==> src/design/frc_pkg.sv <==
// Package for the fault retry controller: trip layout, class masks, timing.
// Assumes one 250 MHz system clock and detectors that hold a trip level until cleared.
package frc_pkg;

    // Timing
    localparam int unsigned FRC_CLK_HZ       = 250_000_000;
    localparam int unsigned FRC_TICK_MS      = 100;
    localparam int unsigned FRC_TICK_CYCLES  = FRC_CLK_HZ / 1000 * FRC_TICK_MS;
    localparam int unsigned FRC_WAIT_W       = 13;
    localparam int unsigned FRC_TICKS_W      = 15;
    localparam logic [12:0] FRC_WAIT_MIN     = 13'h0001;
    localparam logic [12:0] FRC_WAIT_MAX     = 13'h1770;
    localparam logic [12:0] FRC_WAIT_RESET   = 13'h000a;
    localparam logic [14:0] FRC_TICKS_MAX    = 15'h7fff;

    // Settings encodings
    localparam logic [7:0]  FRC_LIMIT_OFFSET = 8'h64;
    localparam logic [7:0]  FRC_LIMIT_QUIET  = 8'h0a;
    localparam logic [13:0] FRC_COAST_OFF    = 14'h270f;
    localparam logic [7:0]  FRC_FUNC_POS     = 8'h40;
    localparam logic [7:0]  FRC_FUNC_NEG     = 8'ha4;

    // Trip bit positions
    localparam int unsigned FRC_B_PE         = 13;

    // Trips, first field is the top bit
    typedef struct packed {
        logic current_detect_trip;
        logic input_phase_loss_trip;
        logic param_storage_trip;
        logic stall_prevention_trip;
        logic ptc_thermal_trip;
        logic heatsink_thermal_trip;
        logic ground_fault_trip;
        logic brake_transistor_trip;
        logic inverter_thermal_trip;
        logic motor_thermal_trip;
        logic decel_overvoltage_trip;
        logic const_speed_overvoltage_trip;
        logic accel_overvoltage_trip;
        logic decel_overcurrent_trip;
        logic const_speed_overcurrent_trip;
        logic accel_overcurrent_trip;
    } frc_trip_t;

    // Settings from the parameter store
    typedef struct packed {
        logic [2:0]  retry_fault_class_select;
        logic [7:0]  retry_limit_setting;
        logic [12:0] retry_wait_time;
        logic [13:0] restart_coasting_setting;
        logic [7:0]  output_terminal_func;
    } frc_cfg_t;

    // Class masks
    localparam logic [15:0] FRC_MASK_ALL     = 16'hffff;
    localparam logic [15:0] FRC_MASK_OC      = 16'h0007;
    localparam logic [15:0] FRC_MASK_OV      = 16'h0038;
    localparam logic [15:0] FRC_MASK_OCOV    = 16'h003f;
    localparam logic [15:0] FRC_MASK_WIDE    = 16'hf33f;
    localparam logic [15:0] FRC_MASK_ACDC    = 16'h0005;

    // Trips that a class selection retries
    function automatic logic [15:0] frc_class_mask(input logic [2:0] sel);
        logic [15:0] m;
        m = 16'h0000;
        unique case (sel)
            3'h0:    m = FRC_MASK_ALL;
            3'h1:    m = FRC_MASK_OC;
            3'h2:    m = FRC_MASK_OV;
            3'h3:    m = FRC_MASK_OCOV;
            3'h4:    m = FRC_MASK_WIDE;
            3'h5:    m = FRC_MASK_ACDC;
            default: m = 16'h0000;
        endcase
        return m;
    endfunction

endpackage

==> src/design/frc_retry_ctrl.sv <==
// Fault retry controller: qualifies trips, waits, clears, restarts, counts.
// Assumes trip inputs synchronous to i_clk_sys and held until o_fault_clear.
`timescale 1ns/1ps

//Function
//- After the wait expires, clear the fault and restart at starting frequency.
//- A retry limit setting of zero disables retrying.
//- Setting 1 to 10 is the limit; fault output stays off while retrying.
//- Setting above 100 gives limit setting minus 100; fault output on during the retry wait, off after the restart.
//- Failed retries reaching the limit raise the excess trip and lock.
//- Wait from shutoff to retry is 0.1 s to 600 s, default 1 s.
//- Fault-free run over four waits after restart bumps the success count.
//- A successful retry clears the consecutive failure count.
//- The success count is readable as the display setting.
//- Writing zero to the display setting clears the success count.
//- Retry-active output on during retry; terminal code 64 or inverted 164.
//- Class selection 0 to 5 picks retried trips; others are not retried.
//- Class table maps each selection to its set of trips.
//- Only the first fault of a retry sequence is recorded.
//- Retry reset keeps thermal and brake duty data; power-on reset clears them.
//- Storage fault seen at power-on is never retried.
//- Out-of-class trip during the wait stops retry and keeps fault shown.
//- With coasting restart enabled, retry uses the flying restart procedure.
//- Trips during offline auto tuning are never retried; the code does not check this during the wait.
module frc_retry_ctrl
    import frc_pkg::*;
#(
    parameter int unsigned TICK_CYCLES = FRC_TICK_CYCLES
) (
    // Clock, reset, enable
    input  wire logic             i_clk_sys,
    input  wire logic             i_rst_n,
    input  wire logic             i_en,
    // Fault detectors and drive status
    input  wire frc_pkg::frc_trip_t i_trip,
    input  wire logic             i_pe_at_power_on,
    input  wire logic             i_autotune_active,
    input  wire logic             i_fault_reset,
    // Settings
    input  wire frc_pkg::frc_cfg_t i_cfg,
    input  wire logic             i_count_clear,
    // Output stage control
    output logic                  o_fault_clear,
    output logic                  o_restart,
    output logic                  o_flying_restart,
    output logic                  o_fault_out,
    output logic                  o_excess_trip,
    // Status
    output logic                  o_retry_active,
    output logic                  o_term_retry,
    output logic [15:0]           o_success_count,
    output logic [7:0]            o_fail_count,
    output frc_pkg::frc_trip_t    o_first_fault
);
    import frc_pkg::*;

    localparam int unsigned PW = $clog2(TICK_CYCLES + 1);
    localparam logic [PW-1:0] PRESC_LAST = PW'(TICK_CYCLES - 1);

    typedef enum logic [1:0] {
        ST_IDLE,
        ST_WAIT,
        ST_WATCH,
        ST_LOCKED
    } frc_state_t;

    frc_state_t        state;
    frc_state_t        next_state;
    logic [PW-1:0]     presc;
    logic [PW-1:0]     next_presc;
    logic [14:0]       ticks;
    logic [14:0]       next_ticks;
    logic [15:0]       trip_q;
    logic [7:0]        lim_set_q;
    logic [7:0]        next_lim_set_q;
    logic [15:0]       next_success_count;
    logic [7:0]        next_fail_count;
    logic [15:0]       next_first_fault;
    logic              next_fault_clear;
    logic              next_restart;
    logic              next_flying_restart;
    logic              next_fault_out;
    logic              next_excess_trip;
    logic              next_retry_active;
    logic              next_term_retry;

    logic [15:0]       trip_vec;
    logic [15:0]       rise;
    logic [15:0]       mask_eff;
    logic              any_rise;
    logic              in_class;
    logic              out_class;
    logic [7:0]        limit;
    logic [7:0]        limit_q;
    logic [12:0]       wait_eff;
    logic              wait_done;
    logic              success_now;
    logic              fail_reach;
    logic              tick;

    // Trip qualification
    always_comb begin
        trip_vec  = i_trip;
        rise      = trip_vec & ~trip_q;
        any_rise  = |rise;
        mask_eff  = frc_class_mask(i_cfg.retry_fault_class_select);
        if (i_pe_at_power_on) begin
            mask_eff[FRC_B_PE] = 1'b0;
        end
        in_class  = |(rise & mask_eff);
        out_class = |(rise & ~mask_eff);
    end

    // Retry limit from a count setting
    function automatic logic [7:0] frc_limit_of(input logic [7:0] setting);
        if (setting > FRC_LIMIT_OFFSET) begin
            return setting - FRC_LIMIT_OFFSET;
        end
        return setting;
    endfunction

    // Limit, wait and window decode
    always_comb begin
        limit       = frc_limit_of(i_cfg.retry_limit_setting);
        limit_q     = frc_limit_of(lim_set_q);
        if (i_cfg.retry_wait_time < FRC_WAIT_MIN) begin
            wait_eff = FRC_WAIT_MIN;
        end else if (i_cfg.retry_wait_time > FRC_WAIT_MAX) begin
            wait_eff = FRC_WAIT_MAX;
        end else begin
            wait_eff = i_cfg.retry_wait_time;
        end
        tick        = (presc == PRESC_LAST);
        wait_done   = (ticks >= {2'b00, wait_eff});
        success_now = (state == ST_WATCH) && !any_rise
                      && (ticks > {wait_eff, 2'b00});
        fail_reach  = ({1'b0, o_fail_count} + 9'h001) >= {1'b0, limit_q};
    end

    // Sequencer next values
    always_comb begin
        next_state          = state;
        next_presc          = presc;
        next_ticks          = ticks;
        next_lim_set_q      = lim_set_q;
        next_fail_count     = o_fail_count;
        next_first_fault    = o_first_fault;
        next_fault_clear    = 1'b0;
        next_restart        = 1'b0;
        next_flying_restart = o_flying_restart;
        next_excess_trip    = o_excess_trip;
        unique case (state)
            ST_IDLE: begin
                if (any_rise) begin
                    next_first_fault = rise;
                    next_lim_set_q   = i_cfg.retry_limit_setting;
                    if ((limit != 8'h00) && !i_autotune_active
                        && in_class && !out_class) begin
                        next_state      = ST_WAIT;
                        next_fail_count = 8'h00;
                    end else begin
                        next_state = ST_LOCKED;
                    end
                    next_presc = '0;
                    next_ticks = 15'h0000;
                end
            end
            ST_WAIT: begin
                if (out_class) begin
                    next_state = ST_LOCKED;
                end else if (wait_done) begin
                    next_state          = ST_WATCH;
                    next_fault_clear    = 1'b1;
                    next_restart        = 1'b1;
                    next_flying_restart = (i_cfg.restart_coasting_setting
                                           != FRC_COAST_OFF);
                    next_presc          = '0;
                    next_ticks          = 15'h0000;
                end
            end
            ST_WATCH: begin
                if (any_rise) begin
                    next_fail_count = o_fail_count + 8'h01;
                    next_presc      = '0;
                    next_ticks      = 15'h0000;
                    if (fail_reach) begin
                        next_state       = ST_LOCKED;
                        next_excess_trip = 1'b1;
                    end else if (in_class && !out_class && !i_autotune_active) begin
                        next_state = ST_WAIT;
                    end else begin
                        next_state = ST_LOCKED;
                    end
                end else if (success_now) begin
                    next_state      = ST_IDLE;
                    next_fail_count = 8'h00;
                end
            end
            ST_LOCKED: begin
                if (i_fault_reset) begin
                    next_state       = ST_IDLE;
                    next_fail_count  = 8'h00;
                    next_excess_trip = 1'b0;
                    next_fault_clear = 1'b1;
                end
            end
        endcase
        if ((next_state == ST_WAIT || next_state == ST_WATCH) && next_state == state) begin
            if (tick) begin
                next_presc = '0;
                if (ticks != FRC_TICKS_MAX) begin
                    next_ticks = ticks + 15'h0001;
                end
            end else begin
                next_presc = presc + PW'(1);
            end
        end
    end

    // Output decode
    always_comb begin
        next_success_count = (i_count_clear ? 16'h0000 : o_success_count)
                             + {15'h0000, success_now};
        next_retry_active  = (next_state == ST_WAIT) || (next_state == ST_WATCH);
        if (next_state == ST_LOCKED) begin
            next_fault_out = 1'b1;
        end else if (next_state == ST_WAIT) begin
            next_fault_out = (next_lim_set_q > FRC_LIMIT_OFFSET);
        end else begin
            next_fault_out = 1'b0;
        end
        if (i_cfg.output_terminal_func == FRC_FUNC_POS) begin
            next_term_retry = next_retry_active;
        end else if (i_cfg.output_terminal_func == FRC_FUNC_NEG) begin
            next_term_retry = !next_retry_active;
        end else begin
            next_term_retry = 1'b0;
        end
    end

    // Registers
    always_ff @(posedge i_clk_sys or negedge i_rst_n) begin
        if (!i_rst_n) begin
            state            <= ST_IDLE;
            presc            <= '0;
            ticks            <= 15'h0000;
            trip_q           <= 16'h0000;
            lim_set_q        <= 8'h00;
            o_success_count  <= 16'h0000;
            o_fail_count     <= 8'h00;
            o_first_fault    <= 16'h0000;
            o_fault_clear    <= 1'b0;
            o_restart        <= 1'b0;
            o_flying_restart <= 1'b0;
            o_fault_out      <= 1'b0;
            o_excess_trip    <= 1'b0;
            o_retry_active   <= 1'b0;
            o_term_retry     <= 1'b0;
        end else if (i_en) begin
            state            <= next_state;
            presc            <= next_presc;
            ticks            <= next_ticks;
            trip_q           <= trip_vec;
            lim_set_q        <= next_lim_set_q;
            o_success_count  <= next_success_count;
            o_fail_count     <= next_fail_count;
            o_first_fault    <= next_first_fault;
            o_fault_clear    <= next_fault_clear;
            o_restart        <= next_restart;
            o_flying_restart <= next_flying_restart;
            o_fault_out      <= next_fault_out;
            o_excess_trip    <= next_excess_trip;
            o_retry_active   <= next_retry_active;
            o_term_retry     <= next_term_retry;
        end
    end
endmodule // frc_retry_ctrl

==> config.mk <==
export PLATFORM = sky130hd
export DESIGN_NAME = frc_retry_ctrl
export DESIGN_NICKNAME = d
export VERILOG_FILES = /design/src/design/frc_pkg.sv /design/src/design/frc_retry_ctrl.sv
export SDC_FILE = /design/constraint.sdc
export NUM_CORES = 1
export LEC_CHECK = 0
export BUFFER_PORTS_ARGS = -buffer_cell sky130_fd_sc_hd__buf_2
export CAP_MARGIN = 40
export CORE_MARGIN = 1
export CORE_UTILIZATION = 50
export CTS_CLUSTER_SIZE = 25
export DETAILED_ROUTE_END_ITERATION = 12
export PLACE_DENSITY_LB_ADDON = 0.2
export RECOVER_POWER = 100
export SETUP_SLACK_MARGIN = 0.2
export SYNTH_ARGS = -nofsm -noshare
export SYNTH_HDL_FRONTEND = slang
export SYNTH_SLANG_ARGS = --single-unit
export TNS_END_PERCENT = 5
==> constraint.sdc <==
create_clock -name i_clk_sys -period 12.2 [get_ports i_clk_sys]
set_clock_uncertainty 0.1 [all_clocks]
set_input_delay 2.44 -clock i_clk_sys [delete_from_list [all_inputs] [get_ports i_clk_sys]]
set_output_delay 2.44 -clock i_clk_sys [all_outputs]
set_load 0.01 [all_outputs]
==> impl.org, run 1 <==
** Synthesis
- Synth cell types :: 68
- After technology mapping, the gate count stands at 789.
- Number of enable-type register cells in the synthesized netlist :: 0
- Dominant register cell in the synthesized netlist :: dfrtp_1
- After synthesis the netlist holds a flip-flop and latch count of 113.
- Async set-or-reset flop fraction in the synthesized netlist :: 1.000
- Of the synthesized area, sequential elements account for 0.3943.
- Post-synthesis average cell area :: 9.088 um2
- In this run the cell area of the synthesized design comes to approximately 7000 um2.
- The Yosys step of the flow raised 0 warnings.
- When the netlist entered floorplanning its net count stood at 904.

** Worst setup path
- Kind of start point of the critical path :: input pin
- Worst EP arrival :: 8.01 ns
- For the worst setup path, the data required time is 12.43 ns.
- Of all nets on the critical path, the largest fanout is 19.
- STA classifies the critical path endpoint as a flop.
- Type of the worst setup path :: input pin to flop

** Job
- Max-cap violations in this run came to 4.

** Floorplan
- During I/O placement, the number of pins put on the boundary was 116.
- Initial Utilization :: 0.5146
- Row Count :: 43
- Placeable core region :: about 14000 um2
- Die Span Y :: 121.8 um
- Floorplan die area :: between 10000 and 15000 um2
- From left edge to right edge, the die measures 121.8 um.

** Detailed routing
- Dividing the detail-routed via count by the number of cells gives 5.868.
- DRC violations left :: 0
- Number of DRC markers after the initial detailed-route iteration :: 409
- Before antenna repair, the detailed router went through 4 iterations.
- Mean routed wirelength per cell :: 16.35 um
- The routed layout has approximately 6400 vias.
- After detailed routing, the total wire length is 17950 um.
- Once detail routing completed, the nets flagged for antenna violations numbered 0.

** Clocking
- The cell sitting at the root of the clock tree is a clkbuf_16.
- In this run the number of H-tree levels came out at 4.
- Latest clock arrival within the worst-skew pair :: between 0.4 and 0.5 ns
- Bufs on Longest Clock Path :: 2
- Hold-fix buffer count after cts :: 0
- CTS tree :: done
- # resized after CTS :: 0
- Clock-pin slew was measured on the worst setup and hold paths at approximately 0.050 ns.
- Total clock buffers created by CTS :: 17
- Clock sink count :: 113
- The number of setup buffers added after CTS is 0.

** GRT
- The via count of the first global-routing pass came to 5975.
- First-pass GRT wire length :: around 29000 um
- For this run, the total global-route usage over all layers was measured as 0.2537.
- Pin count of the biggest net entering global routing :: 54
- Summed over all layers, the global routing overflow is 0.
- The initial antenna violation count is 0.

** Worst hold path
- In this run the worst hold path is classified as flop to flop.

** Timing
- Setup repair after global routing left no endpoint under its margin.
- Count of pins over their slew limit :: 190
- Total Neg Setup Slack :: 0 ns
- In the finished design, the share of the clock period the worst path needs comes to 0.6375.
- Tightest slew margin relative to the limit :: -0.8717
- At the pin with the least slew margin, the transition time is 2.807 ns.
- Final hold viol count :: 0
- Based on the critical path, the design can be clocked at up to 128.6 MHz.
- Setup violators final :: 0
- Period minus WS final :: roughly 7.8 ns

** Layout
- Layout-stage area growth over the synthesis result :: 17.29%
- The repair_antennas step left the layout with diodes totalling 0.
- Of the cells placed in the final design, the portion with a size suffix greater than 1 is 0.1492.
- Utilization after layout :: 0.6036
- Fillcell total :: 1268
- Final nets :: 1020

** Power and ir drop
- For this design the ratio of total power to cell area is 164.2 nW/um2.
- Peak ir drop on the vdd network :: ~0.00012 V
- The completed layout was analyzed and its total power is 1381 uW.
- Summed over all cells, the static leakage comes to 0.003718 uW.

** Placement
- Final weighted congestion in routability-driven placement :: 0.8845
- I/O Buffers :: roughly 120
- The HPWL after detailed placement is between 10000 and 15000 um.

** Status
- Result of the run :: finished with violations
- The final reports fail on capacitance limit, slew limit.
-- placed cells by master, fill, tap and decap left out, types with 12 or more instances in the layout --
cell type / count
dfrtp_1: 113
nand2_1: 101
buf_2: 66
clkbuf_1: 59
o21ai_0: 51
nand3_1: 47
ha_1: 46
a21oi_1: 45
nor2_1: 32
nand2b_1: 31
mux2_2: 29
a31oi_1: 28
inv_1: 26
clkbuf_16: 17
nand4_1: 16
and3_1: 14
nor3_1: 12
xor2_1: 12
nor2b_1: 12
a21o_1: 12
-- cell type report --
cell class / count / area [um2] / area share
Tap cell: 180 / 225.2 / 0.02678
Clock inverter: 12 / 157.7 / 0.01874
Multi-Input combinational cell: 624 / 4111 / 0.4888
Sequential cell: 113 / 2828 / 0.3362
Clock buffer: 20 / 446.7 / 0.05311
Inverter: 26 / 97.59 / 0.01160
Timing Repair Buffer: 123 / 544.3 / 0.06471
-- report_power, final --
part           total (uW)  switching (uW)  internal, uW
sequential            485            54.9           430
combinational         384             229           155
clock                 512             185           327
total                1380             469           912
-- through the flow --
stage	hold WS (ns)	setup slack, ns	std cells	area (um2)
2_1_floorplan	0.3446	5.372	789	7171
3_3_place_gp	0.3584	4.470	1062	7893
3_5_place_dp	0.3652	4.495	1066	7954
4_1_cts	0.3778	4.925	1098	8558
5_1_grt	0.4023	3.620	1098	8411
6_report	0.3716	4.423	1098	8411
-- Yosys cell counts, drive strengths merged (3+ instances only) --
cell	n	share of area
o2bb2ai	7	0.0086
a21o	12	0.013
o211ai	4	0.0042
a211oi	5	0.0052
buf	8	0.0066
nand3	47	0.033
or3	7	0.0061
nand3b	3	0.0031
a21oi	45	0.031
xnor2	7	0.0086
or2	5	0.0044
mux2	29	0.046
nor2b	12	0.010
and4	6	0.0073
or4	4	0.0047
mux2i	3	0.0042
xor2	12	0.015
and2	8	0.0070
a32o	6	0.0084
nand2	101	0.053
dfrtp	113	0.39
inv	26	0.014
nand2b	31	0.027
o31ai	6	0.0070
ha	46	0.080
nor4b	5	0.0061
nor3	12	0.0084
a31oi	28	0.024
nor4	8	0.0070
o22ai	8	0.0070
o21ai	51	0.036
clkbuf	18	0.0094
and3	14	0.012
a211o	3	0.0037
a41oi	7	0.0086
o41ai	5	0.0061
nand4	16	0.014
nor2	33	0.018
-- flip-flops by register name, summed over array words and instances, names as in the netlist --
signal	count
lim_set_q	8
o_excess_trip	1
o_fail_count	8
o_fault_clear	1
o_fault_out	1
o_first_fault	16
o_flying_restart	1
o_restart	1
o_retry_active	1
o_success_count	16
o_term_retry	1
presc	25
state	2
ticks	15
trip_q	16
-- routing by layer --
layer	share of wire	wire (um)	global-route usage
met5	0	0	0
met4	0.0090	161	0.06096
met3	0.053	957	0.06835
met2	0.47	8442	0.4071
met1	0.47	8393	0.3395
-- kinds of logic (layout without fill, tap and decap cells) --
group,count (synthesis),in the layout,share of synthesized area
xor+xnor,19,19,0.02321
fa+ha+maj,46,46,0.08026
simple gates,316,316,0.2265
flops,113,113,0.3943
buf+inv,52,181,0.02966
compound gates,211,211,0.1963
mux,32,32,0.04973
-- final timing paths --
path	start	end	slack (ns)	cells after the start
min	o_flying_restart	o_flying_restart	0.37	2
min in group asynchronous	i_rst_n	lim_set_q[3]	2.62	1
max in group asynchronous	i_rst_n	presc[4]	4.87	3
min reg2reg	o_flying_restart	o_flying_restart	0.37	2
max reg2reg	lim_set_q[4]	presc[16]	6.07	20
max	i_cfg[22]	presc[16]	4.42	21
-- critical path: stages --
cell and delay (ns):
buf_2 0.10, or4_1 0.53, a41oi_1 0.23, nor2_1 0.06, o21ai_0 0.52, nand2_1 0.20
ha_1 0.34, nand3_1 0.09, o21bai_1 0.16, a31o_2 0.20, a21oi_1 0.23, and2_0 0.24
o31ai_1 0.10, o221a_2 0.33, ha_1 0.38, nand2_1 0.14, or3_1 0.37, a21oi_1 0.23
clkbuf_1 0.67, o21ai_0 0.23, a31oi_1 0.22
Note: power is estimated with default switching activity, not from simulation.
==> inputs of run 2 (changes only) <==
--- a/config.mk
+++ b/config.mk
@@ -5,6 +5,7 @@
 export SDC_FILE = /design/constraint.sdc
 export NUM_CORES = 1
 export LEC_CHECK = 0
+export ABC_AREA = 1
 export BUFFER_PORTS_ARGS = -buffer_cell sky130_fd_sc_hd__buf_2
 export CAP_MARGIN = 40
 export CORE_MARGIN = 1
==> constraint.sdc (replaced) <==
create_clock -name i_clk_sys -period 8 [get_ports i_clk_sys]
set_clock_uncertainty 0.1 [all_clocks]
set_input_delay 1.6 -clock i_clk_sys [delete_from_list [all_inputs] [get_ports i_clk_sys]]
set_output_delay 1.6 -clock i_clk_sys [all_outputs]
set_load 0.01 [all_outputs]
==> run 2 against run 1 <==
Against the previous run: the flow still finishes with violations (capacitance limit, slew limit); worst setup slack got worse by 2.9 ns; clock-buffer cell count fell by 3; global-route usage rose by 1.2 points; power rose by 76%; final cell count rose by 40%; critical path type unchanged; largest power group is now combinational cells.
==> impl.org, run 2 <==
** Status
- Result of the run :: finished with violations
- The checks that failed: capacitance limit, slew limit.

** Floorplan
- Initial Utilization :: 0.5172 (+0.002629)
- Die Span Y :: 130.9 um (+7.5%)
- Floorplan die area :: 17130 um2 (+16%)
- The boundary pin count was 116 (unchanged).
- The x dimension of the die is 130.9 um (+7.5%).
- The count of standard-cell rows came to 46 (+7.0%).
- The core outline area came to 16060 um2 (+15%).

** GRT
- The initial antenna violation count came to 0 (unchanged).
- Number of global-route vias before repair :: 7575 (+27%)
- First-pass GRT wire length :: 35790 um (+22%)
- The maximum number of pins on one net before global-route repair came to 63 (+17%).
- GR Overflow Total :: 0 (unchanged)
- Overall track demand over capacity in global routing :: 0.2661 (+0.01235)

** Power and ir drop
- The power density relative to cell area is 254.3 nW/um2 (+55%).
- The power consumption came to 2426 uW (+76%).
- Peak ir drop on the vdd network :: 0.0001651 V (+34%)
- Standby leakage power :: 0.004858 uW (+31%)

** Synthesis
- The share of the synthesized area in the top cell type came to 0.3405 (-0.05388).
- In the post-synthesis netlist, the cell with the most instances is nand2_1.
- Sorting the synthesized cells by area gives the leading types as dfrtp_1 (34%), nand2_1 (17%), inv_1 (7.0%).
- For this run, the leading register cell type out of synthesis is dfrtp_1.
- The fraction of registers with async set/reset came to 1.000 (unchanged).
- Post-synthesis cell count :: 1209 (+53%)
- The post-synthesis sequential area ratio was 0.3405 (-0.05388).
- The number of register bits inferred by synthesis is 113 (unchanged).
- Post-Syn Area :: 8305 um2 (+16%)
- The count of unique library cells instantiated by Yosys was 42 (-38%).
- Area leader, netlist :: dfrtp_1
- The number of flops mapped to enable cells by yosys is 0 (unchanged).
- Nets in the synthesized netlist :: 1324 (+46%)
- Post-synthesis average cell area :: 6.870 um2 (-24%)
- Most common library cells after synthesis :: nand2_1 (366), inv_1 (155), nor2_1 (115)
- Warnings from Yosys :: 0 (unchanged)

** Layout
- Max FFs per register :: 25 (unchanged)
- Non-filler cells in the finished layout :: 1541 (+40%)
- The layout net count came to 1427 (+40%).
- Register with the most flip-flops :: presc
- Commonest non-fill, non-tap cells in the layout :: nand2_1 (368), inv_1 (155), nor2_1 (117)
- Compared with the post-synthesis result, the final layout area differs by 14.85%.
- Leaving out fill and tap cells, the most frequent cell in the layout is nand2_1.
- Fraction of final layout cells sized beyond drive strength 1 :: 0.09509 (-0.05414)
- The number of diodes added for antenna fixing was 0 (unchanged).
- Fillcell total :: 1564 (+23%)

** Timing
- Tightest slew margin relative to the limit :: -0.7583 (+0.1134)
- The clock period could shrink to 6.450 ns.
- Worst hold margin :: 0.3838 ns (+0.01225 ns)
- Max frequency :: 155.0 MHz
- Setup repair after global routing left no endpoint under its margin.
- Part of the cycle the worst path needs :: 0.8062
- Worst Setup Slack, final :: 1.550 ns (-2.873 ns)
- The count of final hold-check violations is 0 (unchanged).
- The final-report setup violation count is 0 (unchanged).
- The sum of negative setup slack came to 0 ns (unchanged).
- Slew at the pin closest to its max-slew limit :: 2.637 ns (-0.1701 ns)
- The count of pins over their slew limit was 101 (-47%).

** Worst setup path
- Kind of start point of the critical path :: input pin
- Walking the worst path, the cells encountered are buf_2, clkbuf_1, inv_1, clkbuf_1, nor2_1, buf_4, nand3_2, nand2_1, o21ai_0.
- The most numerous cell type found on the critical path is clkbuf_1.
- Worst setup EP type :: flop
- Among all stages on the critical path, the largest delay is contributed by clkbuf_1.
- The data arrival time of the critical path came to 6.62 ns (-1.39 ns).
- The maximum fanout along the worst path came to 62 (+43).
- By startpoint and endpoint, the worst setup path is classified as input pin to flop.
- The data required time of the worst path came to 8.17 ns (-4.26 ns).
- Stage delay of the slowest cell on the critical path :: 1.85 ns (+1.18 ns)

** Placement
- Final weighted congestion in routability-driven placement :: 0.8798 (-0.53%)
- The number of placed instances, taps included was 1509 (+42%).
- I/O Buffers :: 115 (unchanged)
- The worst slack at placement was 1.902 ns (-2.593 ns).
- The HPWL after detailed placement is 15310 um (+17%).

** Worst hold path
- Worst min-delay path category :: flop to flop

** Detailed routing
- The number of vias in the routed layout came to 8236 (+28%).
- The per-cell via count in the routed design is 5.345 (-8.9%).
- Number of search-and-repair iterations in the first detailed-routing pass :: 5 (+1)
- The count of antenna-violating nets left after detailed routing came to 0 (unchanged).
- Number of DRC markers after the initial detailed-route iteration :: 571 (+40%)
- Total wirelength of the detailed-routed design :: 21400 um (+19%)
- DRC violations left :: 0 (unchanged)
- Mean routed wirelength per cell :: 13.89 um (-15%)

** Clocking
- The later-pin clock latency in the skew report is 0.43 ns (about the same).
- # resized after CTS :: 0 (unchanged)
- The number of buffers on the longest clock path is 2 (unchanged).
- H-tree level count :: 4 (unchanged)
- Clock sink count :: 113 (unchanged)
- The number of CTS-inserted buffers came to 17 (unchanged).
- The tree is rooted in a clkbuf_16.
- CTS clock-pin slew for the worst setup and hold paths :: 0.06 ns (about the same)
- The number of buffers inserted by post-CTS setup repair came to 0 (unchanged).
- Hold-fix buffer count after cts :: 0 (unchanged)
- CTS tree :: done

** Job
- Max-cap violations :: 2 (-2)
[run 2: layer usage]
metal  vias up  global-route usage  routed length [um]
met1      3835              0.3486                9793
met3        35             0.05660                1215
met2       225              0.4392               10020
met5         -                   0                   0
li1       4141                   -                   -
met4         0             0.08452                 372
[run 2: final cells by class]
type                            instances  area (um2)  share of cell area
Clock inverter                         15       170.2             0.01784
Clock buffer                           17       425.4             0.04460
Tap cell                              216       270.3             0.02833
Multi-Input combinational cell        899        4668              0.4894
Timing Repair Buffer                  123       584.3             0.06125
Inverter                              158       593.1             0.06217
Sequential cell                       113        2828              0.2964
[run 2: critical path: cells and delay by family]
family / cells / cell delay (ns)
AOI/OAI and AO/OA: 1 / 0.18
and+or+nand+nor: 3 / 1.17
buffers and inverters: 5 / 3.63
[run 2: kinds of logic after synthesis]
group | after synthesis | share of synthesized area
buf+inv | 197 | 0.09370
fa+ha+maj | 46 | 0.06930
flops | 113 | 0.3405
simple gates | 654 | 0.3433
xor+xnor | 46 | 0.04851
compound gates | 153 | 0.1047
[run 2: worst paths after layout]
check,slack (ns),cells after the start,startpoint,end
max in group asynchronous,4.08,3,i_rst_n,ticks[7]
worst min-delay path,0.38,2,o_first_fault[2],o_first_fault[2]
worst max-delay path,1.55,9,i_en,presc[3]
worst min register to register,0.38,2,o_first_fault[2],o_first_fault[2]
worst max register to register,2.63,29,lim_set_q[2],ticks[12]
min in group asynchronous,1.60,1,i_rst_n,trip_q[6]
[run 2: per-stage QoR]
step	area, um2	utilization
6_report	9539	0.5940
5_1_grt	9539	0.5940
4_1_cts	9664	0.6018
3_5_place_dp	9069	0.5648
3_3_place_gp	9014	0.5613
2_1_floorplan	8305	-
[run 2: report_power, final]
group / switching [uW] / internal [uW] / total (uW) / leakage [uW]
logic: 654 / 261 / 915 / 0.00307
registers: 72.9 / 666 / 739 / 0.00150
clock network: 307 / 466 / 773 / 0.000288
